**config.mk**
```make
export PLATFORM = sky130hd
export DESIGN_NAME = measurement_control_register
export DESIGN_NICKNAME = d
export VERILOG_FILES = /design/src/inc/meas_ctrl_pkg.sv /design/src/rx_clock_select.sv /design/src/measurement_control_register.sv
export VERILOG_INCLUDE_DIRS = /design/src /design/src/inc
export SDC_FILE = /design/constraint.sdc
export NUM_CORES = 1
export LEC_CHECK = 0
export ABC_CLOCK_PERIOD_IN_PS = 1700
export BUFFER_PORTS_ARGS = -buffer_cell sky130_fd_sc_hd__buf_4
export CAP_MARGIN = 0
export CORE_MARGIN = 10
export CORE_UTILIZATION = 48
export CTS_CLUSTER_DIAMETER = 50
export DETAILED_ROUTE_END_ITERATION = 10
export PLACE_DENSITY = 0.75
export REMOVE_ABC_BUFFERS = 1
export SLEW_MARGIN = 30
export SYNTH_ARGS = -nofsm -noshare
export SYNTH_HDL_FRONTEND = slang
export SYNTH_SLANG_ARGS = --single-unit
export TNS_END_PERCENT = 50
```
**constraint.sdc**
```tcl
create_clock -name i_sys_clk -period 1.7 [get_ports i_sys_clk]
set_input_delay 0 -clock i_sys_clk [delete_from_list [all_inputs] [get_ports i_sys_clk]]
set_output_delay 0 -clock i_sys_clk [all_outputs]
set_load 0.02 [all_outputs]
```
**src/inc/meas_ctrl_map.svh**
```systemverilog
// Address map, reset values and widths of the measurement control block.
// Assumes it is included by the package and by any file that needs a
// figure; it holds definitions only.
`ifndef MEAS_CTRL_MAP_SVH
`define MEAS_CTRL_MAP_SVH

// Register port widths
`define REG_ADDR_W 4
`define REG_DATA_W 16

// Word addresses on the register port
`define CTRL_ADDR 4'h0
`define SAMPLE_CNT_ADDR 4'h4
`define CLK_STAT_ADDR 4'h8

// Control word reset value and writable bits (bit 7 is reserved)
`define CTRL_RESET 16'h0000
`define CTRL_WMASK 16'hff7f

// Receive gain code width and number of receive clock sources
`define GAIN_W 8
`define RX_SRC_N 4

// Sample edge counter
`define SAMPLE_CNT_RESET 16'h0000
`define SAMPLE_CNT_STEP 16'h0001

`endif

```
**src/inc/meas_ctrl_pkg.sv**
```systemverilog
// Types shared by the measurement control register and its clock selector.
// Assumes meas_ctrl_map.svh is on the include path.
`include "meas_ctrl_map.svh"

package meas_ctrl_pkg;

  // Receive sample clock rates, in source order on the clock input vector
  typedef enum logic [1:0] {
    RX_CLK_97K2,
    RX_CLK_160K,
    RX_CLK_153K6,
    RX_CLK_1M
  } rx_clk_sel_type;

  // Receive converter input choice
  typedef enum logic {
    ADC_FROM_RECEIVER_IF,
    ADC_FROM_POWER_METER
  } adc_input_type;

  // Control word layout, most significant field first
  typedef struct packed {
    logic [`GAIN_W-1:0] gain_code;
    logic reserved;
    logic gain_source_select;
    logic generator_direction_select;
    logic reflection_test_mode;
    logic incident_reflected_select;
    adc_input_type adc_input;
    rx_clk_sel_type rx_clk_sel;
  } ctrl_type;

  // Measurement control lines towards the RF boards
  typedef struct packed {
    adc_input_type adc_input;
    logic incident_reflected_select;
    logic reflection_test_mode;
    logic generator_direction_select;
    logic gain_source_select;
  } meas_ctrl_type;

  // Clock status word
  typedef struct packed {
    logic [12:0] reserved;
    logic switching;
    rx_clk_sel_type active;
  } clk_stat_type;

  // Clock selector sequencing
  typedef enum logic [1:0] {
    SEL_RUN,
    SEL_DRAIN,
    SEL_ARM
  } sel_state_type;

  typedef struct packed {
    sel_state_type state;
    rx_clk_sel_type active;
    logic clk_out;
    logic edge_seen;
  } sel_type;

  // Whole state of the register block
  typedef struct packed {
    ctrl_type ctrl;
    logic [`REG_DATA_W-1:0] sample_cnt;
    logic [`REG_DATA_W-1:0] rdata;
    logic gain_load;
  } regs_type;

endpackage

```
**src/rx_clock_select.sv**
```systemverilog
// Glitch-free selector for the receive sample clock.
// Assumes the source clock levels are synchronous to i_sys_clk.
`timescale 1ns/1ns
`include "meas_ctrl_map.svh"

module rx_clock_select (
  // Clock and reset
  input wire logic i_sys_clk,
  input wire logic i_resetn,
  // Sources and choice
  input wire logic [`RX_SRC_N-1:0] i_rx_clk_src,
  input wire meas_ctrl_pkg::rx_clk_sel_type i_select,
  // Selected clock and status
  output logic o_rx_clk,
  output logic o_rx_edge,
  output meas_ctrl_pkg::rx_clk_sel_type o_active,
  output logic o_switching
);
  import meas_ctrl_pkg::*;

  sel_type sel_reg;
  sel_type sel_next;

  // Switching only while both clocks are low avoids runt pulses that
  // would give the converter a short sample period
  always_comb begin
    sel_next = sel_reg;
    unique case (sel_reg.state)
      SEL_RUN: begin
        sel_next.clk_out = i_rx_clk_src[sel_reg.active];
        if (i_select != sel_reg.active) begin
          sel_next.state = SEL_DRAIN;
        end
      end
      SEL_DRAIN: begin
        // Let the old clock finish its high phase
        sel_next.clk_out = i_rx_clk_src[sel_reg.active];
        if (!i_rx_clk_src[sel_reg.active]) begin
          sel_next.state = SEL_ARM;
        end
      end
      SEL_ARM: begin
        // Hold low until the new source is low too
        sel_next.clk_out = 1'b0;
        if (!i_rx_clk_src[i_select]) begin
          sel_next.active = i_select;
          sel_next.state = SEL_RUN;
        end
      end
      default: begin
        // Unused state code: fall back to following the active source
        sel_next.state = SEL_RUN;
      end
    endcase
    sel_next.edge_seen = sel_next.clk_out & ~sel_reg.clk_out;
  end

  always_ff @(posedge i_sys_clk or negedge i_resetn) begin
    if (!i_resetn) begin
      sel_reg <= '{SEL_RUN, RX_CLK_97K2, 1'b0, 1'b0};
    end else begin
      sel_reg <= sel_next;
    end
  end

  assign o_rx_clk = sel_reg.clk_out;
  assign o_rx_edge = sel_reg.edge_seen;
  assign o_active = sel_reg.active;
  assign o_switching = sel_reg.state != SEL_RUN;

endmodule

```
**src/measurement_control_register.sv**
```systemverilog
// Measurement control register written by the signal processor.
// Assumes a one-cycle register port in the i_sys_clk domain and receive
// clock sources that are already synchronous to i_sys_clk.
//
// Summary of operation
// - One 16-bit processor-written control word governs clock, lines, gain.
// - One control bit picks receiver IF or power meter for the converter.
// - Incident/reflected line high for incident, low for reflected power.
// - Reflection test line low for normal receive, high for test mode.
// - Generator direction line low for forward, high for reverse channels.
// - The 8-bit gain code is held and driven to the gain DAC always.
// - Gain source line low for register gain, high for receiver AGC.
// - The clock field picks 97.2 kHz, 160 kHz, 153.6 kHz or 1 MHz.
//
// Local design decisions: the strobed register port and the register addresses.
`timescale 1ns/1ns
`include "meas_ctrl_map.svh"

module measurement_control_register #(
  parameter int ADDR_W = `REG_ADDR_W,
  parameter int DATA_W = `REG_DATA_W
) (
  // Clock and reset
  input wire logic i_sys_clk,
  input wire logic i_resetn,
  // Register port
  input wire logic [ADDR_W-1:0] i_reg_addr,
  input wire logic [DATA_W-1:0] i_reg_wdata,
  input wire logic i_reg_wr,
  input wire logic i_reg_rd,
  output logic [DATA_W-1:0] o_reg_rdata,
  // Receive clock sources, in rx_clk_sel_type order
  input wire logic [`RX_SRC_N-1:0] i_rx_clk_src,
  // Receive sample clock
  output logic o_rx_clk,
  // Measurement control lines
  output meas_ctrl_pkg::meas_ctrl_type o_meas_ctrl,
  // Receive gain DAC
  output logic [`GAIN_W-1:0] o_rx_gain_code,
  output logic o_gain_dac_load
);
  import meas_ctrl_pkg::*;

  regs_type regs_reg;
  regs_type regs_next;

  logic rx_edge;
  logic rx_switching;
  rx_clk_sel_type rx_active;
  clk_stat_type clk_stat;

  // Full-word decode; the port has no byte lanes
  function automatic logic hit(input logic [ADDR_W-1:0] addr,
                               input logic [ADDR_W-1:0] base);
    hit = addr == base;
  endfunction

  // Receive sample clock selection and its switch-over
  rx_clock_select u_rx_clock_select (
    .i_sys_clk(i_sys_clk),
    .i_resetn(i_resetn),
    .i_rx_clk_src(i_rx_clk_src),
    .i_select(regs_reg.ctrl.rx_clk_sel),
    .o_rx_clk(o_rx_clk),
    .o_rx_edge(rx_edge),
    .o_active(rx_active),
    .o_switching(rx_switching)
  );

  // Status word read back by software
  always_comb begin
    clk_stat = '0;
    clk_stat.switching = rx_switching;
    clk_stat.active = rx_active;
  end

  // Next state of the register file
  always_comb begin
    regs_next = regs_reg;
    regs_next.rdata = '0;
    regs_next.gain_load = 1'b0;

    // Control word write; the reserved bit stays zero
    if (i_reg_wr && hit(i_reg_addr, ADDR_W'(`CTRL_ADDR))) begin
      regs_next.ctrl = ctrl_type'(i_reg_wdata & DATA_W'(`CTRL_WMASK));
      // Pulse the DAC load only when the code really moves
      regs_next.gain_load =
        regs_next.ctrl.gain_code != regs_reg.ctrl.gain_code;
    end

    // Sample edge counter; an edge in the clearing cycle still counts
    if (i_reg_wr && hit(i_reg_addr, ADDR_W'(`SAMPLE_CNT_ADDR))) begin
      regs_next.sample_cnt = DATA_W'(`SAMPLE_CNT_RESET);
    end
    if (rx_edge) begin
      regs_next.sample_cnt = regs_next.sample_cnt +
                             DATA_W'(`SAMPLE_CNT_STEP);
    end

    // Read data stand in the cycle after the strobe only
    if (i_reg_rd) begin
      if (hit(i_reg_addr, ADDR_W'(`CTRL_ADDR))) begin
        regs_next.rdata = DATA_W'(regs_reg.ctrl);
      end else if (hit(i_reg_addr, ADDR_W'(`SAMPLE_CNT_ADDR))) begin
        regs_next.rdata = regs_reg.sample_cnt;
      end else if (hit(i_reg_addr, ADDR_W'(`CLK_STAT_ADDR))) begin
        regs_next.rdata = DATA_W'(clk_stat);
      end else begin
        regs_next.rdata = '0; // Unmapped reads return zero
      end
    end
  end

  // State register; reset leaves normal receive and register gain
  always_ff @(posedge i_sys_clk or negedge i_resetn) begin
    if (!i_resetn) begin
      regs_reg.ctrl <= ctrl_type'(`CTRL_RESET);
      regs_reg.sample_cnt <= `SAMPLE_CNT_RESET;
      regs_reg.rdata <= '0;
      regs_reg.gain_load <= 1'b0;
    end else begin
      regs_reg <= regs_next;
    end
  end

  // Control lines straight from the register bits, free of decode glitches
  always_comb begin
    o_meas_ctrl.adc_input = regs_reg.ctrl.adc_input;
    o_meas_ctrl.incident_reflected_select =
      regs_reg.ctrl.incident_reflected_select;
    o_meas_ctrl.reflection_test_mode =
      regs_reg.ctrl.reflection_test_mode;
    o_meas_ctrl.generator_direction_select =
      regs_reg.ctrl.generator_direction_select;
    o_meas_ctrl.gain_source_select =
      regs_reg.ctrl.gain_source_select;
  end

  // Gain code is held even while the receiver AGC governs gain
  assign o_rx_gain_code = regs_reg.ctrl.gain_code;
  assign o_gain_dac_load = regs_reg.gain_load;
  assign o_reg_rdata = regs_reg.rdata;

endmodule

```
# Word-level counts from Yosys, hierarchy flattened
# Index checks and enable logic that the tools add are counted.
# totals
regBits,54
inputBits,28
out_inout_bits,31
wordCells,53
# op_classes
n_addsub,1
n_lt_le_gt_ge,2
eq_ne,9
n_mux,16
n_bitwise,3
n_reduce_logical,8
# ops
op,n
16-bit two-way mux,5
"16-bit by 1-bit adder with 16-bit output, second input constant",1
8-bit inequality test,1
"2-bit by 3-bit < comparator with 1-bit output, second input constant",2
2-bit one-hot mux with 3 select lines,1
1-bit binary-select mux with 2-bit select,2
"4-bit by 3-bit == test with 1-bit output, second input constant",1
"4-bit == test, second input constant",1
4-bit logical NOT,1
2-bit two-way mux,2
4-bit two-way mux,1
"2-bit inequality test, second input constant",2
1-bit two-way mux,3
3-bit two-way mux,1
3-bit AND reduction,1
"2-bit by 1-bit == test with 1-bit output, second input constant",1
"2-bit == test, second input constant",1
1-bit logical AND,2
2-bit logical NOT,1
"2-bit by 1-bit inequality test with 1-bit output, second input constant",1
2-bit inequality test,1
1-bit inverter,2
1-bit one-hot mux with 2 select lines,1
2-bit AND reduction,1
other kinds (3),3

# Longest topological paths before layout
# logic_depth
ltp_word,5
depth_mapped,8
depth_no_buf,8

# Cells and area by module
# Synthesis repeated with hierarchy kept, for this count alone.
# hier_totals
hier_cells,236
area_unflattened_um2,2768.9
# by_module_without_submodules
mod,n_inst,cells_each,area_each_um2,seq_area_each_um2
measurement_control_register,1,205,2416.1,1201.2
rx_clock_select,1,31,352.8,150.1

# Worst setup path before layout
# Ideal clock, no wire load.
# synth_timing
kind,register to register
startpoint,register u_rx_clock_select.sel_reg (netlist bit u_rx_clock_select.o_rx_edge)
endpoint,register regs_reg[32] (netlist bit)
setup_time_ns,0.077
t_arrival_ns,1.593
required_time_ns,1.623
slack_ns,0.029
stages_incl_launch_ff,5
path_buffers,0
period_less_slack_ns,1.671
cell_sequence,dfrtp_1 and4_4 or4b_4 or3_1 a21oi_1
# synth_lines
item,line_no,source
start: declaration,rx_clock_select.sv:21,sel_type sel_reg;
start signal: assignment,rx_clock_select.sv:60,"sel_reg <= '{SEL_RUN, RX_CLK_97K2, 1'b0, 1'b0};"
start signal: assignment,rx_clock_select.sv:62,sel_reg <= sel_next;
end signal: assignment,measurement_control_register.sv:122,regs_reg <= regs_next;
end: declaration,measurement_control_register.sv:44,regs_type regs_reg;

==> flow_metrics.tcl <==
set metrics [dict create \
    status "completed" \
    clk_latency_ns 0.30 \
    ys_seq_elements 54 \
    multi_input_area_mm2 0.001081 \
    start_kind "flop" \
    path_max_fanout 6 \
    dpl.hpwl_um 4014 \
    hp-class "input port to flop" \
    synth_cell_types 37 \
    grt_overflow_total 0 \
    syn_to_final_growth_pct 29.71 \
    worstPathCellList "and4_4 > or4b_4 > or3_4 > a21oi_2" \
    clock_path_buffers 2 \
    whs_path_depth 3 \
    regArea_mm2 0.001351 \
    largest_reg_flops 18 \
    clkSlewWorstSetupHoldPaths_ns 0.09 \
    yosysSeqAreaShare_pct 51.33 \
    gp_congestion 0.7999 \
    setup_viol 0 \
    core.rowCount 26 \
    final_area_mm2 0.003415 \
    synth_area_per_cell_um2 11.50 \
    slew_headroom_pct 55.31 \
    rsz0062_at_grt "yes" \
    cp.required_ns 1.93 \
    die_w_um 94.06 \
    drive_above_1_share_pct 40.74 \
    nNetsFinal 325 \
    finClkSkew_ns 0.006471 \
    p_leak_uw 0.001608 \
    yosysTopAreaCell "dfrtp_1" \
    track_usage_pct 13.43 \
    drt_iter0_drc 75 \
    root_buffer "clkbuf_8" \
    crit_path_end_kind "flop" \
    syn_area_mm2 0.002633 \
    yosysWarningCount 0 \
    io-pin-count 59 \
    max_stage_delay_ns 0.50 \
    yosysTopAreaCellShare_pct 51.33 \
    wirelength_um 5673 \
    start_util_pct 50.58 \
    power_uw 3753 \
    fin_crit_ns 1.638 \
    num_antenna_cells 0 \
    antenna_found_initial 0 \
    die_h_um 94.06 \
    grt_pass1_vias 1972 \
    crit_slowest_cell "or4b_4" \
    cts.htree.levels 2 \
    grt_max_degree 55 \
    hold_viol_final 0 \
    cts.sinks 54 \
    ant_nets 0 \
    viasPerCell 5.038 \
    synth_area_leaders "dfrtp_1, mux2_2, buf_4, xor2_1, a22o_1" \
    ff2ff_path_depth 4 \
    fill_cells 416 \
    port_buffers 57 \
    setup_tns_ns 0 \
    syn_inst 229 \
    drt-pass1-iter-count 4 \
    fin_ws_ns 0.06193 \
    cts_tree "done" \
    layout_commonest_cell "buf_4" \
    timing.final.crit_share_pct 96.36 \
    wire_per_inst_um 15.46 \
    layout_common_cells "buf_4, dfrtp_1, dlygate4sd3_1, mux2_2, nor2_1" \
    worst_slew_pin_slew_ns 0.6703 \
    arrival_ns 1.87 \
    vias 1849 \
    post-place-ws_ns -0.01115 \
    ir_worst_vdd_v 0.0007312 \
    synth_flop_cell "dfrtp_1" \
    die_area_mm2 0.008846 \
    grt_pass1_wl_um 9591 \
    drc 0 \
    drv_slew 0 \
    power_density_mw_per_mm2 1099 \
    core_area_mm2 0.005205 \
    crit_type "flop to flop" \
    synthArstFlopShare_pct 100.0 \
    synth-edff-count 0 \
    cts_inserted_buffers 5 \
    fmax_mhz 610.5 \
    dpl_cell_area_mm2 0.003019 \
    cap_violations 0 \
]
-- cell usage after synthesis (5+ instances only) --
cell type and n:
a21oi_1 7, a22o_1 11, mux2_2 20, nand3_1 5
dfrtp_1 54, nand2_1 9, xor2_1 16, o21ai_0 9
buf_4 29, nor2_1 17
-- power breakdown --
part           leakage, uW  internal [uW]  switching, uW
combinational     0.000845            628            527
sequential        0.000705           1530            262
clock            0.0000575            412            391
total              0.00161           2570           1180
-- final cells by class --
cell class                 count  area share (%)
clock buffer                   8           3.225
multi-input combinational    136           31.66
sequential                    54           39.58
inverter                       4          0.4397
tap                           70           2.565
timing repair buffer          95           22.54
-- cell families after synthesis --
group / share of synthesized area, %
AOI/OAI and AO/OA: 7.652
xor gates and xnor gates: 6.654
adders and majority gates: 0.4752
buffers and inverters: 10.03
DFF: 51.33
muxes: 10.93
and+or+nand+nor: 12.93
-- critical path, delay by kind of cell, from the launching register on --
kind,cells,cell delay [ns]
AO/OA/AOI/OAI,1,0.11
AND/OR/NAND/NOR,3,1.07
flip-flops,1,0.39
-- path summary, 6_finish.rpt --
| kind | start | to | slack (ns) |
|---|---|---|---|
| setup / recovery | regs_reg[17] | regs_reg[32] | 0.06 |
| hold / removal | i_reg_addr[3] | o_reg_rdata[2] | 0.003 |
| setup reg to reg | regs_reg[17] | regs_reg[32] | 0.06 |
| hold reg to reg | u_rx_clock_select.o_rx_clk | u_rx_clock_select.o_rx_edge | 0.48 |
| max in group asynchronous | i_resetn | o_meas_ctrl[3] | 0.98 |
| min in group asynchronous | i_resetn | o_rx_gain_code[7] | 0.28 |
-- metal layers --
| metal | vias to the layer above | wire length (um) | part of all wire [%] | GRT usage (%) |
|---|---|---|---|---|
| li1 | 900 | - | - | - |
| met1 | 898 | 2408 | 42 | 15.94 |
| met2 | 45 | 2884 | 51 | 22.47 |
| met3 | 6 | 330 | 5.8 | 4.636 |
| met4 | 0 | 50 | 0.88 | 3.797 |
| met5 | - | 0 | 0 | 0 |
-- stage by stage --
step                hold slack (ns)  util, %  instances
finish                     0.003482    65.60        367
detailed placement          0.08337    58.00        337
global route                0.05915    65.60        367
global placement            0.08115    58.00        337
floorplan                   -0.2956        -        194
CTS                        0.006320    64.25        366
-- timing repair --
action | CTS | global route
pin swaps | 1 | 8
setup buffers | 0 | 1
hold buffers | 21 | 0
endpoints found under the setup margin | 4 | 8
resized for setup | 1 | 13
hold endpoints to repair | 72 | 0
Note: power is estimated with default switching activity, not from simulation.
